==> src/shared/tcr_pkg.sv <==
/*
  Constants, types and register map of the second 16-bit timer/counter.
  Assumes one oscillator clock drives the block; twelve oscillator
  periods make one machine cycle and two make one state time.
*/
package tcr_pkg;

  // ==========================================================
  // Register addresses in the special function space
  localparam logic [7:0] ADDR_CONTROL = 8'hC8;
  localparam logic [7:0] ADDR_MODE = 8'hC9;
  localparam logic [7:0] ADDR_HOLD_LOW = 8'hCA;
  localparam logic [7:0] ADDR_HOLD_HIGH = 8'hCB;
  localparam logic [7:0] ADDR_COUNT_LOW = 8'hCC;
  localparam logic [7:0] ADDR_COUNT_HIGH = 8'hCD;

  // ==========================================================
  // Control register field positions
  localparam int BIT_OVERFLOW = 7;
  localparam int BIT_EXTERNAL = 6;
  localparam int BIT_RX_CLOCK = 5;
  localparam int BIT_TX_CLOCK = 4;
  localparam int BIT_EXT_TRIG = 3;
  localparam int BIT_RUN = 2;
  localparam int BIT_COUNTER = 1;
  localparam int BIT_CAPTURE = 0;
  // Mode register field positions
  localparam int BIT_DOWN_EN = 0;
  localparam int BIT_OUT_EN = 1;

  // ==========================================================
  // Reset values and the all-ones count
  localparam logic [7:0] RST_CONTROL = 8'h00;
  localparam logic [1:0] RST_MODE = 2'h0;
  localparam logic [7:0] RST_BYTE = 8'h00;
  localparam logic [7:0] RST_UNMAPPED = 8'h00;
  localparam logic [15:0] COUNT_ALL_ONES = 16'hFFFF;

  // ==========================================================
  // Timing: oscillator periods per machine cycle and state time
  localparam int OSC_PER_CYCLE = 12;
  localparam int OSC_PER_STATE = 2;
  // Phase index = (state - 1) * 2 + (half - 1)
  localparam logic [3:0] PHASE_SAMPLE = 4'h9;
  localparam logic [3:0] PHASE_UPDATE = 4'h4;

  // ==========================================================
  // Types
  typedef struct packed {
    logic overflow_flag;
    logic external_flag;
    logic rx_clock_select;
    logic tx_clock_select;
    logic ext_trigger_enable;
    logic run_control;
    logic counter_select;
    logic capture_reload_select;
  } tcr_ctrl_s;

  typedef enum logic [3:0] {
    TCR_OFF = 4'h1,
    TCR_RELOAD = 4'h2,
    TCR_CAPTURE = 4'h4,
    TCR_BAUD = 4'h8
  } tcr_mode_e;

endpackage : tcr_pkg

==> src/verilog/tcr_phase.sv <==
/*
  Machine-cycle phase generator: counts oscillator periods within one
  machine cycle and flags state-time boundaries.
  Assumes a synchronous, already released reset.
*/
`timescale 1ns/1ps
`default_nettype none

module tcr_phase
  import tcr_pkg::*;
#(
  parameter int CYCLE_LEN = OSC_PER_CYCLE
) (
  input wire logic mclk,
  input wire logic rst_sync_n,
  output logic [3:0] phase,
  output logic state_tick
);

  // ==========================================================
  // Phase counter
  always_ff @(posedge mclk or negedge rst_sync_n) begin
    if (!rst_sync_n) begin
      phase <= 4'h0;
    end else if (phase == 4'(CYCLE_LEN - 1)) begin
      phase <= 4'h0;
    end else begin
      phase <= phase + 4'h1;
    end
  end

  // Odd phase closes a state time
  assign state_tick = phase[0];

endmodule : tcr_phase

`default_nettype wire

==> src/verilog/tcr_timer.sv <==
/*
  Second 16-bit timer/counter with capture, auto-reload (up or down)
  and baud clock source, reached through the special function bus.
  Assumes the bus strobes and the timer 1 overflow pulse are on mclk;
  count_input and trigger_input are raw port pins.
*/
`timescale 1ns/1ps
`default_nettype none

module tcr_timer
  import tcr_pkg::*;
(
  input wire logic mclk,
  input wire logic rst_n,
  input wire logic [7:0] sfr_addr,
  input wire logic sfr_wr,
  input wire logic sfr_rd,
  input wire logic [7:0] sfr_wdata,
  output logic [7:0] sfr_rdata,
  input wire logic count_input,
  input wire logic trigger_input,
  input wire logic timer1_overflow,
  output logic rx_baud_tick,
  output logic tx_baud_tick,
  output logic timer_irq,
  output logic clock_out_enable
);

  // ==========================================================
  // Reset release
  logic rst_meta_n;
  logic rst_sync_n;

  always_ff @(posedge mclk or negedge rst_n) begin
    if (!rst_n) begin
      rst_meta_n <= 1'b0;
      rst_sync_n <= 1'b0;
    end else begin
      rst_meta_n <= 1'b1;
      rst_sync_n <= rst_meta_n;
    end
  end

  // ==========================================================
  // Machine-cycle phases
  logic [3:0] phase;
  logic state_tick;
  logic at_sample;
  logic at_update;

  tcr_phase #(
    .CYCLE_LEN(OSC_PER_CYCLE)
  ) u_phase (
    .mclk(mclk),
    .rst_sync_n(rst_sync_n),
    .phase(phase),
    .state_tick(state_tick)
  );

  assign at_sample = (phase == PHASE_SAMPLE);
  assign at_update = (phase == PHASE_UPDATE);

  // ==========================================================
  // Pin synchronisers; pins idle high
  logic cnt_meta;
  logic cnt_sync;
  logic trg_meta;
  logic trg_sync;

  always_ff @(posedge mclk or negedge rst_sync_n) begin
    if (!rst_sync_n) begin
      cnt_meta <= 1'b1;
      cnt_sync <= 1'b1;
      trg_meta <= 1'b1;
      trg_sync <= 1'b1;
    end else begin
      cnt_meta <= count_input;
      cnt_sync <= cnt_meta;
      trg_meta <= trigger_input;
      trg_sync <= trg_meta;
    end
  end

  // ==========================================================
  // Registers
  tcr_ctrl_s ctrl;
  logic down_count_enable;
  logic out_enable;
  logic [7:0] count_high;
  logic [7:0] count_low;
  logic [7:0] holding_high;
  logic [7:0] holding_low;
  logic [15:0] count;
  logic [15:0] holding;

  assign count = {count_high, count_low};
  assign holding = {holding_high, holding_low};

  function automatic logic wr_hit(input logic [7:0] a);
    wr_hit = sfr_wr && (sfr_addr == a);
  endfunction : wr_hit

  // ==========================================================
  // Mode decode
  tcr_mode_e mode;
  logic serial_sel;
  logic up_down;

  assign serial_sel = ctrl.rx_clock_select | ctrl.tx_clock_select;

  always_comb begin
    if (!ctrl.run_control) begin
      mode = TCR_OFF;
    end else if (serial_sel) begin
      mode = TCR_BAUD;
    end else if (ctrl.capture_reload_select) begin
      mode = TCR_CAPTURE;
    end else begin
      mode = TCR_RELOAD;
    end
  end

  // Up/down only applies in auto-reload
  assign up_down = down_count_enable && !serial_sel &&
    !ctrl.capture_reload_select;

  // ==========================================================
  // Edge detection on machine-cycle samples
  logic cnt_prev;
  logic cnt_pending;
  logic trg_prev;
  logic trg_pending;

  always_ff @(posedge mclk or negedge rst_sync_n) begin
    if (!rst_sync_n) begin
      cnt_prev <= 1'b1;
      cnt_pending <= 1'b0;
    end else if (at_sample) begin
      cnt_prev <= cnt_sync;
      if (cnt_prev && !cnt_sync) begin
        cnt_pending <= 1'b1;
      end
    end else if (at_update) begin
      cnt_pending <= 1'b0;
    end
  end

  always_ff @(posedge mclk or negedge rst_sync_n) begin
    if (!rst_sync_n) begin
      trg_prev <= 1'b1;
      trg_pending <= 1'b0;
    end else if (at_sample) begin
      trg_prev <= trg_sync;
      if (trg_prev && !trg_sync) begin
        trg_pending <= 1'b1;
      end
    end else if (at_update) begin
      trg_pending <= 1'b0;
    end
  end

  // ==========================================================
  // Count events
  logic inc_evt;
  logic trig_evt;
  logic count_down;
  logic rollover;
  logic ovf_pulse;
  logic [15:0] next_count;

  always_comb begin
    inc_evt = 1'b0;
    if (mode != TCR_OFF) begin
      if (ctrl.counter_select) begin
        inc_evt = at_update && cnt_pending;
      end else if (mode == TCR_BAUD) begin
        inc_evt = state_tick;
      end else begin
        inc_evt = at_update;
      end
    end
  end

  // Trigger acts only while enabled; up/down uses it as direction
  assign trig_evt = at_update && trg_pending &&
    ctrl.ext_trigger_enable && !up_down;

  assign count_down = up_down && !trg_sync;
  assign rollover = inc_evt &&
    (count_down ? (count == holding) : (count == COUNT_ALL_ONES));
  assign ovf_pulse = rollover;

  always_comb begin
    next_count = count;
    if (inc_evt) begin
      if (count_down) begin
        next_count = rollover ? COUNT_ALL_ONES : count - 16'h0001;
      end else if (rollover && mode != TCR_CAPTURE) begin
        next_count = holding;
      end else begin
        next_count = count + 16'h0001;
      end
    end
    // Trigger reload; baud mode never reloads from the trigger
    if (trig_evt && mode != TCR_BAUD && !serial_sel &&
        !ctrl.capture_reload_select) begin
      next_count = holding;
    end
  end

  // ==========================================================
  // Counter registers; a software write beats the hardware update
  always_ff @(posedge mclk or negedge rst_sync_n) begin
    if (!rst_sync_n) begin
      count_low <= RST_BYTE;
    end else if (wr_hit(ADDR_COUNT_LOW)) begin
      count_low <= sfr_wdata;
    end else begin
      count_low <= next_count[7:0];
    end
  end

  always_ff @(posedge mclk or negedge rst_sync_n) begin
    if (!rst_sync_n) begin
      count_high <= RST_BYTE;
    end else if (wr_hit(ADDR_COUNT_HIGH)) begin
      count_high <= sfr_wdata;
    end else begin
      count_high <= next_count[15:8];
    end
  end

  // ==========================================================
  // Holding pair; a capture beats a software write
  logic capture_evt;

  assign capture_evt = trig_evt && !serial_sel &&
    ctrl.capture_reload_select;

  always_ff @(posedge mclk or negedge rst_sync_n) begin
    if (!rst_sync_n) begin
      holding_low <= RST_BYTE;
      holding_high <= RST_BYTE;
    end else if (capture_evt) begin
      holding_low <= count_low;
      holding_high <= count_high;
    end else begin
      if (wr_hit(ADDR_HOLD_LOW)) begin
        holding_low <= sfr_wdata;
      end
      if (wr_hit(ADDR_HOLD_HIGH)) begin
        holding_high <= sfr_wdata;
      end
    end
  end

  // ==========================================================
  // Control register; hardware set wins over software clear
  logic set_overflow;
  logic set_external;
  logic toggle_external;

  assign set_overflow = ovf_pulse && !serial_sel;
  // In baud mode the trigger still flags, with no reload
  assign set_external = trig_evt;
  assign toggle_external = ovf_pulse && up_down;

  always_ff @(posedge mclk or negedge rst_sync_n) begin
    if (!rst_sync_n) begin
      ctrl <= tcr_ctrl_s'(RST_CONTROL);
    end else begin
      if (wr_hit(ADDR_CONTROL)) begin
        ctrl <= tcr_ctrl_s'(sfr_wdata);
      end
      if (set_overflow) begin
        ctrl.overflow_flag <= 1'b1;
      end
      if (set_external) begin
        ctrl.external_flag <= 1'b1;
      end else if (toggle_external) begin
        ctrl.external_flag <= (wr_hit(ADDR_CONTROL) ?
          sfr_wdata[BIT_EXTERNAL] : ctrl.external_flag) ^ 1'b1;
      end
    end
  end

  always_ff @(posedge mclk or negedge rst_sync_n) begin
    if (!rst_sync_n) begin
      down_count_enable <= RST_MODE[BIT_DOWN_EN];
      out_enable <= RST_MODE[BIT_OUT_EN];
    end else if (wr_hit(ADDR_MODE)) begin
      down_count_enable <= sfr_wdata[BIT_DOWN_EN];
      out_enable <= sfr_wdata[BIT_OUT_EN];
    end
  end

  // ==========================================================
  // Read port: data one cycle after the read strobe
  logic [7:0] next_rdata;

  always_comb begin
    case (sfr_addr)
      ADDR_CONTROL: next_rdata = ctrl;
      ADDR_MODE: next_rdata = {6'h00, out_enable, down_count_enable};
      ADDR_HOLD_LOW: next_rdata = holding_low;
      ADDR_HOLD_HIGH: next_rdata = holding_high;
      ADDR_COUNT_LOW: next_rdata = count_low;
      ADDR_COUNT_HIGH: next_rdata = count_high;
      default: next_rdata = RST_UNMAPPED;
    endcase
  end

  always_ff @(posedge mclk or negedge rst_sync_n) begin
    if (!rst_sync_n) begin
      sfr_rdata <= RST_UNMAPPED;
    end else if (sfr_rd) begin
      sfr_rdata <= next_rdata;
    end
  end

  // ==========================================================
  // Serial clock routing and interrupt request
  logic rx_tick;
  logic tx_tick;
  logic irq;

  always_ff @(posedge mclk or negedge rst_sync_n) begin
    if (!rst_sync_n) begin
      rx_tick <= 1'b0;
      tx_tick <= 1'b0;
      irq <= 1'b0;
    end else begin
      rx_tick <= ctrl.rx_clock_select ? ovf_pulse : timer1_overflow;
      tx_tick <= ctrl.tx_clock_select ? ovf_pulse : timer1_overflow;
      // Enable gating lives in the interrupt controller
      irq <= ctrl.overflow_flag ||
        (ctrl.external_flag && !down_count_enable);
    end
  end

  assign rx_baud_tick = rx_tick;
  assign tx_baud_tick = tx_tick;
  assign timer_irq = irq;
  assign clock_out_enable = out_enable;

endmodule : tcr_timer

`default_nettype wire

==> config.mk <==
export PLATFORM = sky130hd
export DESIGN_NAME = tcr_timer
export DESIGN_NICKNAME = d
export VERILOG_FILES = /design/src/shared/tcr_pkg.sv /design/src/verilog/tcr_phase.sv /design/src/verilog/tcr_timer.sv
export SDC_FILE = /design/constraint.sdc
export NUM_CORES = 1
export LEC_CHECK = 0
export BUFFER_PORTS_ARGS = -buffer_cell sky130_fd_sc_hd__buf_2
export CORE_UTILIZATION = 63
export CTS_BUF_LIST = sky130_fd_sc_hd__clkbuf_2 sky130_fd_sc_hd__clkbuf_4 sky130_fd_sc_hd__clkbuf_8
export DETAILED_ROUTE_END_ITERATION = 6
export PLACE_DENSITY_LB_ADDON = 0.12
export SYNTH_ARGS = -nofsm -noshare
export SYNTH_HDL_FRONTEND = slang
export SYNTH_HIERARCHICAL = 1
export SYNTH_SLANG_ARGS = --single-unit
==> constraint.sdc <==
create_clock -name mclk -period 2.8 [get_ports mclk]
set_clock_uncertainty 0.2 [all_clocks]
set_input_delay 0.56 -clock mclk [delete_from_list [all_inputs] [get_ports mclk]]
set_output_delay 0.56 -clock mclk [all_outputs]
set_load 0.01 [all_outputs]
Yosys cells after proc, flatten, opt, wreduce, memory -nomap -nowiden
Cells that the tools add are included.
{ "op_classes": {"add_sub_neg": 3, "multipliers": 0, "n_div": 0, "n_lt_le_gt_ge": 0, "n_eq_ne": 17, "shifts": 0, "n_mux": 32, "bitwise_logic": 2, "reduce_logical": 41} }
{ "op_table": {"columns": ["op", "n"], "rows": [
  ["16-bit two-way mux", 5],
  ["8-bit two-way mux", 7],
  ["8-bit == test (second input constant)", 6],
  ["8-bit case mux with 6 select lines", 1],
  ["1-bit logical AND", 25],
  ["16-bit by 1-bit adder with 16-bit output (second input constant)", 1],
  ["16-bit == test", 1],
  ["16-bit == test (second input constant)", 1],
  ["16-bit by 1-bit subtractor with 16-bit output (second input constant)", 1],
  ["1-bit two-way mux", 15],
  ["4-bit == test (second input constant)", 3],
  ["4-bit two-way mux", 3],
  ["3-bit nonzero test", 3],
  ["2-bit nonzero test", 4],
  ["1-bit logical NOT", 6],
  ["4-bit by 1-bit adder with 4-bit output (second input constant)", 1],
  ["4-bit by 3-bit == test with 1-bit output (second input constant)", 1],
  ["2-bit by 1-bit inequality test with 1-bit output (second input constant)", 2],
  ["4-bit by 1-bit inequality test with 1-bit output (second input constant)", 1],
  ["4-bit by 3-bit inequality test with 1-bit output (second input constant)", 1],
  ["4-bit inequality test (second input constant)", 1],
  ["2-bit AND reduction", 2],
  ["3-bit two-way mux", 1],
  ["1-bit logical OR", 1],
  ["other kinds (2)", 2]
]} }
{ "word_totals": {"reg_bits": 67, "latchBits": 0, "mem_bits_rw": 0, "rom_bits": 0, "input_bits": 23, "output_inout_bits": 12, "wordCells": 124, "n_memories": 0} }

Longest topological paths before layout
Gate-level depths: netlist (run 1).
{ "logic_depth": {"ltp_word": 14, "ltp_mapped": 11, "mapped_depth_nobuf": 7} }

Modules after synthesis
Netlist (run 1), hierarchy kept.
{ "modules_own_cells": {"columns": ["module", "instances", "cells_each", "area_each_um2", "seq_area_each_um2"], "rows": [
  ["tcr_timer", 1, 551, 4679.5, 1584.0],
  ["tcr_phase", 1, 14, 162.7, 100.1]
]} }

Worst setup path before layout (run 1)
Ideal clock, no wire load.
{ "synth_timing": {"kind": "reg2reg", "startpoint": "register u_phase.phase[0]", "endpoint": "register count_low[0]", "setup_time_ns": 0.126, "t_arrival_ns": 3.091, "required_time_ns": 2.474, "slack_ns": -0.617, "stages_incl_launch_ff": 11, "n_path_buf": 3, "synth_period_minus_slack_ns": 3.417, "path_cell_list": "dfrtp_1 > buf_4 > or4b_4 > a21oi_2 > o21ai_2 > or4_4 > or4_1 > buf_2 > buf_6 > mux2i_1 > a221o_1"} }
{ "synth_via": {"elab_chain_cells": 11, "elab_cells_between_ends": 20, "classes_between": "eq/ne: 1; mux: 9; reduce/logical: 10"} }
{ "synth_rtl": {"columns": ["item", "line", "text"], "rows": [
  ["start, declared", "tcr_phase.sv:16", "output logic [3:0] phase,"],
  ["start signal, assigned", "tcr_phase.sv:28", "phase <= phase + 4'h1;"],
  ["4-bit by 3-bit == test with 1-bit output", "tcr_timer.sv:61", "assign at_update = (phase == PHASE_UPDATE);"],
  ["1-bit two-way mux or 1-bit logical AND (tied branches)", "tcr_timer.sv:176, tcr_timer.sv:175", null],
  ["1-bit two-way mux", "tcr_timer.sv:174", "if (ctrl.counter_select) begin"],
  ["1-bit two-way mux", "tcr_timer.sv:173", "if (mode != TCR_OFF) begin"],
  ["1-bit logical AND", "tcr_timer.sv:189", "assign rollover = inc_evt &&"],
  ["1-bit logical AND", "tcr_timer.sv:198", "end else if (rollover && mode != TCR_CAPTURE) begin"],
  ["16-bit two-way mux", "tcr_timer.sv:198", null],
  ["16-bit two-way mux", "tcr_timer.sv:196", "if (count_down) begin"],
  ["16-bit two-way mux", "tcr_timer.sv:195", "if (inc_evt) begin"],
  ["16-bit two-way mux", "tcr_timer.sv:205", "if (trig_evt && mode != TCR_BAUD && !serial_sel &&"],
  ["8-bit two-way mux", "tcr_timer.sv:216", "end else if (wr_hit(ADDR_COUNT_LOW)) begin"],
  ["end signal, assigned", "tcr_timer.sv:217", "count_low <= sfr_wdata;"],
  ["end signal, assigned", "tcr_timer.sv:219", "count_low <= next_count[7:0];"],
  ["end, declared", "tcr_timer.sv:90", "logic [7:0] count_low;"]
]} }
Several ways; a longest one is shown, not always the timed one. The select of a mux whose other input is x is not followed.
A chain may end at the register's enable or synchronous reset.

Worst setup path in the final report (run 1)
{ "layout_timing": {"startpoint": "register ctrl[4] (netlist name)", "endpoint": "register count_low[0]"} }
{ "layout_via": {"elab_chain_cells": 14, "elab_cells_between_ends": 29, "classes_between": "eq/ne: 4; mux: 12; bitwise: 1; reduce/logical: 12"} }
{ "layout_rtl": {"columns": ["item", "line", "text"], "rows": [
  ["start, declared", "tcr_timer.sv:86", "tcr_ctrl_s ctrl;"],
  ["start signal, assigned", "tcr_timer.sv:270", "ctrl <= tcr_ctrl_s'(RST_CONTROL);"],
  ["start signal, assigned", "tcr_timer.sv:273", "ctrl <= tcr_ctrl_s'(sfr_wdata);"],
  ["1-bit OR *", "tcr_timer.sv:109", "assign serial_sel = ctrl.rx_clock_select | ctrl.tx_clock_select;"],
  ["4-bit two-way mux", "tcr_timer.sv:114", "end else if (serial_sel) begin"],
  ["4-bit two-way mux", "tcr_timer.sv:112", "if (!ctrl.run_control) begin"],
  ["4-bit == test", "tcr_timer.sv:176", "end else if (mode == TCR_BAUD) begin"],
  ["1-bit two-way mux", "tcr_timer.sv:176", null],
  ["1-bit two-way mux", "tcr_timer.sv:174", null],
  ["1-bit two-way mux", "tcr_timer.sv:173", null],
  ["1-bit logical AND", "tcr_timer.sv:189", null],
  ["1-bit logical AND", "tcr_timer.sv:198", null],
  ["16-bit two-way mux", "tcr_timer.sv:198", null],
  ["16-bit two-way mux", "tcr_timer.sv:196", null],
  ["16-bit two-way mux", "tcr_timer.sv:195", null],
  ["16-bit two-way mux", "tcr_timer.sv:205", null],
  ["8-bit two-way mux", "tcr_timer.sv:216", null]
]} }
Every way passes the cells marked *; elsewhere a longest branch is shown, timed or not. The select of a mux whose other input is x is not followed.

==> impl_table.tex, run 1 <==
\begin{tabular}{lr}
\hline
Metric & Value \\
\hline
\multicolumn{2}{l}{\textbf{Setup path}} \\
\quad Critical Path Source & ctrl[4] \\
\quad Sort of element at the end of the critical path & register \\
\quad Startpoint of the worst-slack reg-to-reg timing path & ctrl[4] \\
\quad Crit path depth & 9 \\
\quad Worst Path Max Fanout & 8 \\
\quad CP max stage cell & sky130\_fd\_sc\_hd\_\_nor4\_1 \\
\quad Startpoint Class & register \\
\quad Arr. time, crit path & approximately 3.7 ns \\
\quad Register-to-register path setup slack & -0.82 ns \\
\quad Buf/Inv on CP & 2 \\
\quad CP peak stage delay & between 0.6 and 0.7 ns \\
\quad Critical path endpoint & count\_low[0] \\
\quad Cell family contributing the most delay on the critical path & simple AND/OR/NAND/NOR gates \\
\quad Worst R2R End & count\_low[0] \\
\quad Critical Path, Cell by Cell & buf\_6 -> nor4b\_4 -> buf\_4 -> a31oi\_1 -> nor4\_1 -> o211ai\_1 -> or4\_4 -> mux2i\_1 -> a221o\_1 \\
\quad Critical path type & reg2reg \\
\quad Data required time at the worst endpoint & 2.84 ns \\
\quad Reg2reg path depth & 9 \\
\multicolumn{2}{l}{\textbf{Clocking}} \\
\quad Clock latency reported for the late side of the worst-skew pair & 0.36 ns \\
\quad Clk sinks & 67 \\
\quad Post-CTS clock slew at the launch and capture registers of the worst setup and hold paths & 0.08 ns \\
\quad Clock tree root driver cell & sky130\_fd\_sc\_hd\_\_clkbuf\_8 \\
\quad Number of buffers on the longest clock path & 2 \\
\quad CTS H-tree depth & 3 \\
\quad Number of buffers inserted during clock tree synthesis & 9 \\
\quad Clock tree from TritonCTS & built \\
\multicolumn{2}{l}{\textbf{Power}} \\
\quad Power Density & roughly 390 nW/um\^{}2 \\
\quad Leakage power & 2.79 nW \\
\quad Overall Power & 2.30 mW \\
\quad Worst-case vdd ir drop & 0.338 mV \\
\multicolumn{2}{l}{\textbf{Timing}} \\
\quad Min setup slack post-route & -0.820 ns \\
\quad RSZ-0062 raised after global routing & yes \\
\quad Slew at the pin closest to its max-slew limit & approximately 0.75 ns \\
\quad Headroom to the max-slew limit & 49.1\% \\
\quad Final Hold Vio Count & 0 \\
\quad Fin Setup TNS & -13.99 ns \\
\quad Max Clock Freq & 0.276 GHz \\
\quad Final number of setup-violating endpoints & 20 \\
\quad Final critical path time including I/O delays and setup & 3.62 ns \\
\quad Fin crit share & 129\% \\
\quad Pins Over Slew Limit & 0 \\
\multicolumn{2}{l}{\textbf{Floorplanning}} \\
\quad Rows & 31 \\
\quad I/O pin count & 35 \\
\quad Height of the die & between 80 and 90 um \\
\quad Standard cell core area & $\sim$7300 sq um \\
\quad Initial core utilization & 66.1\% \\
\quad Die width & 89.7 um \\
\quad DIE AREA & roughly 8000 sq um \\
\multicolumn{2}{l}{\textbf{Placement}} \\
\quad Setup WS pre-CTS & -0.239 ns \\
\quad Placed Instance Area & 5540 sq um \\
\quad Number of buffers added on ports & 34 \\
\quad Number of instances in the placed design & 724 \\
\quad Routability congestion estimate from global placement & 1.01 \\
\quad Post-DP HPWL & 10,900 um \\
\multicolumn{2}{l}{\textbf{Global route}} \\
\quad Largest net degree at the start of global routing & 30 \\
\quad Vias in the first global route & about 4.7k \\
\quad Congestion Overflow GR & 0 \\
\quad All-Layer GR Usage & 42.3\% \\
\quad Initial antenna violation count & 0 \\
\quad First-pass GRT wire length & 24,800 um \\
\multicolumn{2}{l}{\textbf{Final layout}} \\
\quad Number of diodes added for antenna fixing & 0 \\
\quad Signed area change from the synthesized netlist to the final layout & 20.4\% \\
\quad Finished Layout Cells & 747 \\
\quad Final-stage net count & 669 \\
\quad Area of all placed cells without fillers & between 5000 and 6000 sq um \\
\quad Fill count & around 500 \\
\quad Fraction of layout instances using a drive strength above 1 & roughly 28\% \\
\multicolumn{2}{l}{\textbf{Synth}} \\
\quad Cell accounting for the most synthesized area & sky130\_fd\_sc\_hd\_\_dfrtp\_1 \\
\quad Synthesized instance count & 565 \\
\quad Sequential share of the synthesized area & 34.8\% \\
\quad Yosys synthesis warning count & 6 \\
\quad Most common flop cell mapped by yosys & sky130\_fd\_sc\_hd\_\_dfrtp\_1 \\
\quad Fraction of synthesized area in multiplexers & a little over a tenth \\
\quad Compound-gate portion of the synthesized area & a little over a fifth \\
\quad Post-Synth Simple-Gate Area & approximately a fifth \\
\quad Area fraction of the dominant cell type after synthesis & 31.5\% \\
\quad Mean instance size in the synthesized netlist & 8.57 sq um \\
\quad Syn\_nets & between 500 and 600 \\
\quad Cell types occupying the most area after synthesis & sky130\_fd\_sc\_hd\_\_dfrtp\_1 (32\%), sky130\_fd\_sc\_hd\_\_mux2i\_1 (6.0\%), sky130\_fd\_sc\_hd\_\_nand2\_1 (5.2\%), sky130\_fd\_sc\_hd\_\_mux2\_2 (4.4\%), sky130\_fd\_sc\_hd\_\_nand3\_1 (3.4\%) \\
\quad Synth cell types & 62 \\
\quad Number of flip-flops and latches in the synthesized netlist & 67 \\
\quad Dominant combinational cell family by area after synthesis & simple AND/OR/NAND/NOR gates \\
\quad Share of synthesized cell area in full adder, half adder and majority cells & 0.775\% \\
\quad Fraction of registers with async set or reset after synthesis & 100\% \\
\quad Post-synth EDFFs & 0 \\
\quad Xor/xnor cell area share of the yosys netlist & 5.79\% \\
\quad Cell Area, Synth & 4840 sq um \\
\multicolumn{2}{l}{\textbf{Hold path}} \\
\quad Worst min path class & reg2async \\
\multicolumn{2}{l}{\textbf{Detailed routing}} \\
\quad Violation count after the first detailed-route iteration & 779 \\
\quad Vias per cell & 6.89 \\
\quad Number of optimization iterations in the first detailed-route pass & 7 \\
\quad Overall via count from detail\_route & 5,146 \\
\quad Remaining antenna violation count & 0 \\
\quad Average detailed-routed wire length per instance & around 22 um \\
\quad WL final & approximately 16,000 um \\
\quad Residual DRC count & 1 \\
\multicolumn{2}{l}{\textbf{Outcome}} \\
\quad Outcome & finished with violations \\
\quad Violations in the final reports & design-rule violations, negative setup slack \\
\multicolumn{2}{l}{\textbf{Job}} \\
\quad Total of max-cap violations & 0 \\
\hline
\end{tabular}
[registers in the layout, indices dropped and copies added (netlist names), 4 cells and up]
signal	flops
count_high	8
count_low	8
ctrl	8
holding_high	8
holding_low	8
sfr_rdata	8
u_phase/phase	4
[area by class of cell]
class / instances / area [sq um] / area share [%]
tap: 99 / 124 / 2.13
inverter: 19 / 71.3 / 1.22
multi-input combinational: 434 / 2970 / 50.9
clock buffer: 9 / 124 / 2.13
sequential: 67 / 1690 / 28.9
timing repair buffer: 112 / 806 / 13.8
clock inverter: 7 / 52.6 / 0.902
[routing by layer]
| metal | vias up | wire [um] | track usage (%) |
|---|---|---|---|
| met2 | 402 | 7060 | 62.0 |
| met1 | 2410 | 6070 | 55.7 |
| met4 | 0 | 1120 | 26.6 |
| li1 | 2209 | - | - |
| met3 | 125 | 1990 | 10.8 |
| met5 | - | 0 | 0 |
[worst min-delay path by stage]
stage	from	cells after the start	slack, ns	to
after floorplan	rst_n	0	0.06	rst_meta_n
after global placement	rst_sync_n	0	0.07	count_high[3]
after detailed placement	rst_sync_n	0	0.08	count_high[3]
after CTS	rst_sync_n	0	0.08	u_phase/phase[0]
after global routing	count_input	1	0.09	cnt_meta
final	rst_sync_n	0	0.07	count_high[3]
[cell usage in the layout, fill, tap and decap left out, types with 5 or more instances in the layout]
cell	n
sky130_fd_sc_hd__a21o_1	7
sky130_fd_sc_hd__a21oi_1	20
sky130_fd_sc_hd__a22oi_1	13
sky130_fd_sc_hd__a2bb2oi_1	8
sky130_fd_sc_hd__a31o_2	9
sky130_fd_sc_hd__a31oi_1	10
sky130_fd_sc_hd__a32oi_1	7
sky130_fd_sc_hd__buf_2	34
sky130_fd_sc_hd__buf_4	69
sky130_fd_sc_hd__buf_6	6
sky130_fd_sc_hd__clkbuf_8	9
sky130_fd_sc_hd__dfrtp_1	60
sky130_fd_sc_hd__dfstp_2	6
sky130_fd_sc_hd__inv_1	18
sky130_fd_sc_hd__mux2_2	19
sky130_fd_sc_hd__mux2i_1	29
sky130_fd_sc_hd__nand2_1	66
sky130_fd_sc_hd__nand2b_1	11
sky130_fd_sc_hd__nand3_1	33
sky130_fd_sc_hd__nand4_1	5
sky130_fd_sc_hd__nor2_1	35
sky130_fd_sc_hd__nor2b_1	5
sky130_fd_sc_hd__nor3_1	9
sky130_fd_sc_hd__o211a_1	5
sky130_fd_sc_hd__o211ai_1	8
sky130_fd_sc_hd__o21ai_0	20
sky130_fd_sc_hd__o22ai_1	6
sky130_fd_sc_hd__o31ai_1	16
sky130_fd_sc_hd__xnor2_1	14
sky130_fd_sc_hd__xor2_1	18
[cell families after synthesis]
family	after synthesis
DFF	67
adders and majority gates	3
muxes	49
other	1
buffers and inverters	65
xor gates and xnor gates	32
and+or+nand+nor	204
AOI/OAI and AO/OA	144
[synth_stat cells, types with 9 or more instances]
master                     number
sky130_fd_sc_hd__clkbuf_1      33
sky130_fd_sc_hd__nand2b_1      11
sky130_fd_sc_hd__mux2_2        19
sky130_fd_sc_hd__o21ai_0       20
sky130_fd_sc_hd__a31oi_1       10
sky130_fd_sc_hd__inv_1         18
sky130_fd_sc_hd__nand3_1       33
sky130_fd_sc_hd__mux2i_1       29
sky130_fd_sc_hd__a31o_2         9
sky130_fd_sc_hd__nor3_1         9
sky130_fd_sc_hd__a21oi_1       21
sky130_fd_sc_hd__nand2_1       67
sky130_fd_sc_hd__dfrtp_1       61
sky130_fd_sc_hd__xor2_1        18
sky130_fd_sc_hd__xnor2_1       14
sky130_fd_sc_hd__o31ai_1       16
sky130_fd_sc_hd__nor2_1        35
sky130_fd_sc_hd__a22oi_1       13
[where the power goes]
group	internal, mW	switching [mW]
logic	0.195	0.283
clock network	0.325	0.421
registers	1.01	0.0630
[per-stage QoR]
stage,util (%),hold WS [ns]
6_report,79.5,0.0713
5_1_grt,79.5,0.0871
4_1_cts,78.5,0.0816
3_5_place_dp,75.5,0.0784
3_3_place_gp,75.5,0.0740
2_1_floorplan,-,0.0644
[repair_timing]
action / in CTS / in global routing
pin swaps: 1 / 8
gates cloned: 1 / 2
setup endpoints to repair: 17 / 19
setup buffers: 0 / 3
resized for setup: 6 / 12
hold buffers: 1 / 0
endpoints found under the hold margin: 2 / 0
No activity file was read; power rests on OpenSTA's default activity.
==> run 2: changes to the inputs <==
--- a/config.mk
+++ b/config.mk
@@ -9,7 +9,7 @@
 export CORE_UTILIZATION = 63
 export CTS_BUF_LIST = sky130_fd_sc_hd__clkbuf_2 sky130_fd_sc_hd__clkbuf_4 sky130_fd_sc_hd__clkbuf_8
 export DETAILED_ROUTE_END_ITERATION = 6
-export PLACE_DENSITY_LB_ADDON = 0.12
+export PLACE_DENSITY = 0.83
 export SYNTH_ARGS = -nofsm -noshare
 export SYNTH_HDL_FRONTEND = slang
 export SYNTH_HIERARCHICAL = 1
==> impl_table.tex, run 2 (synthesis results as in run 1) <==
\begin{tabular}{lr}
\hline
Metric & Value \\
\hline
\multicolumn{2}{l}{\textbf{Setup path}} \\
\quad Critical path type & reg2reg \\
\quad Data required time at the worst endpoint & about 2.8 ns \\
\quad Sort of element at the end of the critical path & register \\
\quad Arr. time, crit path & 3.22 ns \\
\quad Worst Path Max Fanout & 5 \\
\quad Startpoint Class & register \\
\multicolumn{2}{l}{\textbf{Floorplanning}} \\
\quad I/O pin count & 35 \\
\quad Die width & 89.7 um \\
\quad Standard cell core area & 7330 sq um \\
\quad Height of the die & roughly 90 um \\
\quad DIE AREA & 8040 sq um \\
\quad Initial core utilization & 66.1\% \\
\quad Rows & 31 \\
\multicolumn{2}{l}{\textbf{Detailed routing}} \\
\quad Average detailed-routed wire length per instance & around 23 um \\
\quad Number of optimization iterations in the first detailed-route pass & 7 \\
\quad Remaining antenna violation count & 0 \\
\quad Vias per cell & 6.94 \\
\quad WL final & 16,700 um \\
\quad Violation count after the first detailed-route iteration & 832 \\
\quad Overall via count from detail\_route & 5,149 \\
\quad Residual DRC count & 3 \\
\multicolumn{2}{l}{\textbf{Timing}} \\
\quad Final hold slack & 0.0803 ns \\
\quad Slew at the pin closest to its max-slew limit & just under 0.8 ns \\
\quad Headroom to the max-slew limit & about half \\
\quad Max Clock Freq & around 0.31 GHz \\
\quad Final number of setup-violating endpoints & 19 \\
\quad Fin crit share & 114\% \\
\quad Fin Setup TNS & -5.93 ns \\
\quad Min setup slack post-route & -0.386 ns \\
\quad Final Hold Vio Count & 0 \\
\quad RSZ-0062 raised after global routing & yes \\
\quad Pins Over Slew Limit & 0 \\
\quad Final critical path time including I/O delays and setup & 3.19 ns \\
\multicolumn{2}{l}{\textbf{Hold path}} \\
\quad Worst min path class & in2reg \\
\multicolumn{2}{l}{\textbf{Final layout}} \\
\quad Signed area change from the synthesized netlist to the final layout & 19.9\% \\
\quad Number of diodes added for antenna fixing & 0 \\
\quad Fill count & 473 \\
\quad Leading cell types in the layout, fill and taps excluded & sky130\_fd\_sc\_hd\_\_buf\_4 (67), sky130\_fd\_sc\_hd\_\_nand2\_1 (66), sky130\_fd\_sc\_hd\_\_dfrtp\_1 (60), sky130\_fd\_sc\_hd\_\_nor2\_1 (35), sky130\_fd\_sc\_hd\_\_buf\_2 (34) \\
\quad Area of all placed cells without fillers & 5810 sq um \\
\quad Fraction of layout instances using a drive strength above 1 & 27.4\% \\
\quad Final-stage net count & 664 \\
\quad Most common library cell in the layout ignoring fill and taps & sky130\_fd\_sc\_hd\_\_buf\_4 \\
\multicolumn{2}{l}{\textbf{Placement}} \\
\quad Post-DP HPWL & 11,200 um \\
\quad Setup WS pre-CTS & -0.230 ns \\
\quad Number of buffers added on ports & 34 \\
\quad Routability congestion estimate from global placement & 1.02 \\
\quad Placed Instance Area & between 5000 and 6000 sq um \\
\multicolumn{2}{l}{\textbf{Job}} \\
\quad Total of max-cap violations & 0 \\
\multicolumn{2}{l}{\textbf{Clocking}} \\
\quad Number of buffers on the longest clock path & 2 \\
\quad Clock latency reported for the late side of the worst-skew pair & 0.37 ns \\
\quad Number of buffers inserted during clock tree synthesis & 9 \\
\quad Clk sinks & 67 \\
\quad Post-CTS clock slew at the launch and capture registers of the worst setup and hold paths & 0.09 ns \\
\quad Clock tree from TritonCTS & built \\
\quad CTS H-tree depth & 3 \\
\quad Clock tree root driver cell & sky130\_fd\_sc\_hd\_\_clkbuf\_8 \\
\multicolumn{2}{l}{\textbf{Global route}} \\
\quad Initial antenna violation count & 0 \\
\quad Largest net degree at the start of global routing & 66 \\
\quad First-pass GRT wire length & 25,500 um \\
\quad All-Layer GR Usage & approximately 43\% \\
\quad Congestion Overflow GR & 0 \\
\quad Vias in the first global route & 4,779 \\
\multicolumn{2}{l}{\textbf{Outcome}} \\
\quad Violations in the final reports & design-rule violations, negative setup slack \\
\quad Outcome & finished with violations \\
\multicolumn{2}{l}{\textbf{Power}} \\
\quad Power Density & 415 nW/um\^{}2 \\
\quad Worst-case vdd ir drop & 0.433 mV \\
\quad Leakage power & 2.77 nW \\
\hline
\end{tabular}
run 2: final cells by class:
class / count / area (sq um) / share of cell area (%)
Inverter: 19 / 71.3 / 1.23
Timing Repair Buffer: 107 / 748 / 12.9
Tap cell: 99 / 124 / 2.13
Multi-Input combinational cell: 434 / 2970 / 51.2
Sequential cell: 67 / 1690 / 29.0
Clock buffer: 9 / 124 / 2.13
Clock inverter: 7 / 81.3 / 1.40
run 2: worst paths after layout:
path | start | to | slack (ns) | cells after the start
max in group asynchronous | rst_n | rst_sync_n | 2.00 | 2
min in group asynchronous | rst_sync_n | ctrl[4] | 0.09 | 1
min reg2reg | rst_sync_n | ctrl[4] | 0.09 | 1
max | count_high[3] | count_high[3] | -0.39 | 7
min | count_input | cnt_meta | 0.08 | 1
max reg2reg | count_high[3] | count_high[3] | -0.39 | 7
run 2: metrics by stage:
step                      power, mW  instances  utilization [%]
after global routing           2.49        742             79.2
after global placement         1.50        721             75.0
final                          2.41        742             79.2
after detailed placement       1.52        721             75.0
after CTS                      2.38        739             78.3
after floorplan                1.36        565                -
run 2: worst max-delay path, cell delays in order (launching register included):
cell and delay [ns]:
sky130_fd_sc_hd__dfrtp_1 0.39, sky130_fd_sc_hd__or4bb_1 0.52, sky130_fd_sc_hd__o31ai_1 0.13, sky130_fd_sc_hd__a32oi_1 0.16, sky130_fd_sc_hd__or4_4 0.56, sky130_fd_sc_hd__or4_4 0.65, sky130_fd_sc_hd__mux2_2 0.32, sky130_fd_sc_hd__a2bb2oi_1 0.14
run 2: routing by layer:
| layer | track usage [%] | part of all wire (%) | routed length [um] |
|---|---|---|---|
| met1 | 55.3 | 37 | 6160 |
| met5 | 0 | 0 | 0 |
| met3 | 12.2 | 12 | 2080 |
| met4 | 28.1 | 7.0 | 1170 |
| met2 | 64.8 | 44 | 7290 |
run 2: report_power, final:
part	total [mW]	switching (mW)	internal (mW)
Combinational	0.465	0.280	0.185
Sequential	1.07	0.0586	1.01
Clock	0.873	0.448	0.425
Total	2.41	0.786	1.62
run 2: what timing repair did:
item / in CTS / in global routing
buffers inserted: 0 / 2
resized for setup: 4 / 11
hold buffers: 1 / 0
hold endpoints to repair: 2 / 0
gates cloned: 1 / 1
pin swaps: 0 / 10
endpoints found under the setup margin: 17 / 19
==> run 3: changes to the inputs <==
--- a/config.mk
+++ b/config.mk
@@ -9,6 +9,7 @@
 export CORE_UTILIZATION = 63
 export CTS_BUF_LIST = sky130_fd_sc_hd__clkbuf_2 sky130_fd_sc_hd__clkbuf_4 sky130_fd_sc_hd__clkbuf_8
 export DETAILED_ROUTE_END_ITERATION = 6
+export GPL_ROUTABILITY_DRIVEN = 0
 export PLACE_DENSITY = 0.83
 export SYNTH_ARGS = -nofsm -noshare
 export SYNTH_HDL_FRONTEND = slang
==> constraint.sdc (replaced) <==
create_clock -name mclk -period 2.8 [get_ports mclk]
set_clock_uncertainty 0.2 [all_clocks]
set_input_delay 0.28 -clock mclk [delete_from_list [all_inputs] [get_ports mclk]]
set_output_delay 0.28 -clock mclk [all_outputs]
set_load 0.01 [all_outputs]
==> impl_table.tex, run 3 (synthesis results as in run 1) <==
\begin{tabular}{lr}
\hline
Metric & Value \\
\hline
\multicolumn{2}{l}{\textbf{Outcome}} \\
\quad Outcome & finished with violations \\
\quad Violations in the final reports & design-rule violations, negative setup slack \\
\multicolumn{2}{l}{\textbf{Timing}} \\
\quad Max Clock Freq & around 0.32 GHz \\
\quad Pins Over Slew Limit & 0 \\
\quad RSZ-0062 raised after global routing & yes \\
\quad Final critical path time including I/O delays and setup & 3.13 ns \\
\quad Min setup slack post-route & -0.328 ns \\
\quad Slew at the pin closest to its max-slew limit & 0.836 ns \\
\quad Fin Setup TNS & -4.74 ns \\
\quad Fin crit share & 112\% \\
\quad Final number of setup-violating endpoints & 17 \\
\quad Headroom to the max-slew limit & between 40\% and 50\% \\
\quad Final Hold Vio Count & 0 \\
\multicolumn{2}{l}{\textbf{Floorplanning}} \\
\quad Rows & 31 \\
\quad I/O pin count & 35 \\
\quad Die width & 89.7 um \\
\quad DIE AREA & a little over 8000 sq um \\
\quad Standard cell core area & 7330 sq um \\
\quad Initial core utilization & 66.1\% \\
\quad Height of the die & 89.7 um \\
\multicolumn{2}{l}{\textbf{Setup path}} \\
\quad Critical path type & reg2reg \\
\quad Startpoint Class & register \\
\quad Sort of element at the end of the critical path & register \\
\quad Worst Path Max Fanout & 8 \\
\quad Reg2reg path depth & 8 \\
\quad Arr. time, crit path & roughly 3.2 ns \\
\quad Data required time at the worst endpoint & around 2.8 ns \\
\multicolumn{2}{l}{\textbf{Clocking}} \\
\quad Clk sinks & 67 \\
\quad Number of buffers on the longest clock path & 2 \\
\quad Clock latency reported for the late side of the worst-skew pair & 0.37 ns \\
\quad Clock tree from TritonCTS & built \\
\quad Number of buffers inserted during clock tree synthesis & 9 \\
\quad Post-CTS clock slew at the launch and capture registers of the worst setup and hold paths & 0.09 ns \\
\quad CTS H-tree depth & 3 \\
\quad Clock tree root driver cell & sky130\_fd\_sc\_hd\_\_clkbuf\_8 \\
\multicolumn{2}{l}{\textbf{Power}} \\
\quad Worst-case vdd ir drop & 0.369 mV \\
\quad Leakage power & 2.82 nW \\
\quad Power Density & 420 nW/um\^{}2 \\
\multicolumn{2}{l}{\textbf{Detailed routing}} \\
\quad WL final & 18,000 um \\
\quad Average detailed-routed wire length per instance & around 24 um \\
\quad Number of optimization iterations in the first detailed-route pass & 7 \\
\quad Vias per cell & approximately 7.3 \\
\quad Violation count after the first detailed-route iteration & 1,183 \\
\quad Residual DRC count & 11 \\
\quad Remaining antenna violation count & 0 \\
\quad Overall via count from detail\_route & between 5k and 6k \\
\multicolumn{2}{l}{\textbf{Global route}} \\
\quad First-pass GRT wire length & approximately 26,000 um \\
\quad Largest net degree at the start of global routing & 66 \\
\quad Congestion Overflow GR & 0 \\
\quad All-Layer GR Usage & 43.7\% \\
\quad Initial antenna violation count & 0 \\
\quad Vias in the first global route & roughly 5k \\
\multicolumn{2}{l}{\textbf{Hold path}} \\
\quad Worst min path class & in2reg \\
\quad Number of stages on the worst hold path & 2 \\
\multicolumn{2}{l}{\textbf{Final layout}} \\
\quad Signed area change from the synthesized netlist to the final layout & 22.4\% \\
\quad Most common library cell in the layout ignoring fill and taps & sky130\_fd\_sc\_hd\_\_buf\_4 \\
\quad Number of diodes added for antenna fixing & 0 \\
\quad Area of all placed cells without fillers & 5930 sq um \\
\quad Leading cell types in the layout, fill and taps excluded & sky130\_fd\_sc\_hd\_\_buf\_4 (71), sky130\_fd\_sc\_hd\_\_nand2\_1 (66), sky130\_fd\_sc\_hd\_\_dfrtp\_1 (60), sky130\_fd\_sc\_hd\_\_nor2\_1 (35), sky130\_fd\_sc\_hd\_\_buf\_2 (34) \\
\quad Utilization of the core after routing & 80.8\% \\
\quad Final-stage net count & 672 \\
\quad Fraction of layout instances using a drive strength above 1 & 28.6\% \\
\multicolumn{2}{l}{\textbf{Job}} \\
\quad Total of max-cap violations & 0 \\
\multicolumn{2}{l}{\textbf{Placement}} \\
\quad Number of buffers added on ports & 34 \\
\quad Post-DP HPWL & 10,900 um \\
\quad Placed Instance Area & $\sim$5500 sq um \\
\hline
\end{tabular}
[run 3: cell count changes in the layout (fill, tap and decap cells not counted), sizes merged]
cell,delta
buf,+5
dlygate4sd3,+3
[run 3: worst paths after layout]
| kind | endpoint | startpoint | slack, ns |
|---|---|---|---|
| setup / recovery | count_high[4] | ctrl[4] | -0.33 |
| hold / removal | sfr_rdata[1] | sfr_rd | 0.02 |
| setup reg to reg | count_high[4] | ctrl[4] | -0.33 |
| hold reg to reg | count_high[5] | rst_sync_n | 0.08 |
| max in group asynchronous | trg_meta | rst_sync_n | 1.99 |
| min in group asynchronous | rst_sync_n | rst_n | 0.03 |
[run 3: area by class of cell]
cell class                      count  area [sq um]
Multi-Input combinational cell    434          3010
Sequential cell                    67          1690
Fill cell                         406          1410
Timing Repair Buffer              115           828
Clock buffer                        9           124
Tap cell                           99           124
Clock inverter                      7          83.8
Inverter                           19          71.3
[run 3: metrics by stage]
stage               setup WS, ns  hold slack, ns  power, mW  cells
finish                    -0.328          0.0180       2.49    750
global route              -0.411          0.0383       2.55    750
CTS                       -0.213          0.0198       2.41    743
detailed placement        -0.233          -0.131       1.53    720
global placement          -0.202          -0.135       1.50    720
floorplan                 -0.442          -0.216       1.36    565
[run 3: worst max-delay path, cell delays in order, from the launching register on]
cell and delay, ns:
sky130_fd_sc_hd__dfrtp_1 0.40, sky130_fd_sc_hd__buf_4 0.18, sky130_fd_sc_hd__or3_4 0.40, sky130_fd_sc_hd__a21oi_4 0.22, sky130_fd_sc_hd__o21ai_4 0.09, sky130_fd_sc_hd__or4_4 0.50
sky130_fd_sc_hd__or4_4 0.57, sky130_fd_sc_hd__mux2_2 0.30, sky130_fd_sc_hd__a2bb2oi_1 0.14
[run 3: layer usage]
| metal | global-route usage, % | vias up | part of all wire [%] |
|---|---|---|---|
| li1 | - | 2220 | - |
| met1 | 54.2 | 2487 | 34 |
| met2 | 63.6 | 563 | 41 |
| met3 | 15.9 | 208 | 15 |
| met4 | 29.1 | 0 | 10 |
| met5 | 0 | - | 0 |
[run 3: power by group]
group / total, mW / switching (mW) / internal [mW] / leakage (nW)
clock: 0.898 / 0.469 / 0.429 / 0.103
sequential: 1.07 / 0.0546 / 1.01 / 0.797
combinational: 0.522 / 0.315 / 0.207 / 1.92
[run 3: what timing repair did]
action | 4_1_cts | 5_1_grt
resized for setup | 6 | 15
setup buffers | 1 | 7
endpoints found under the setup margin | 17 | 19
hold buffers | 4 | 0
gates cloned | 2 | 0
pin swaps | 1 | 10
endpoints found under the hold margin | 5 | 0
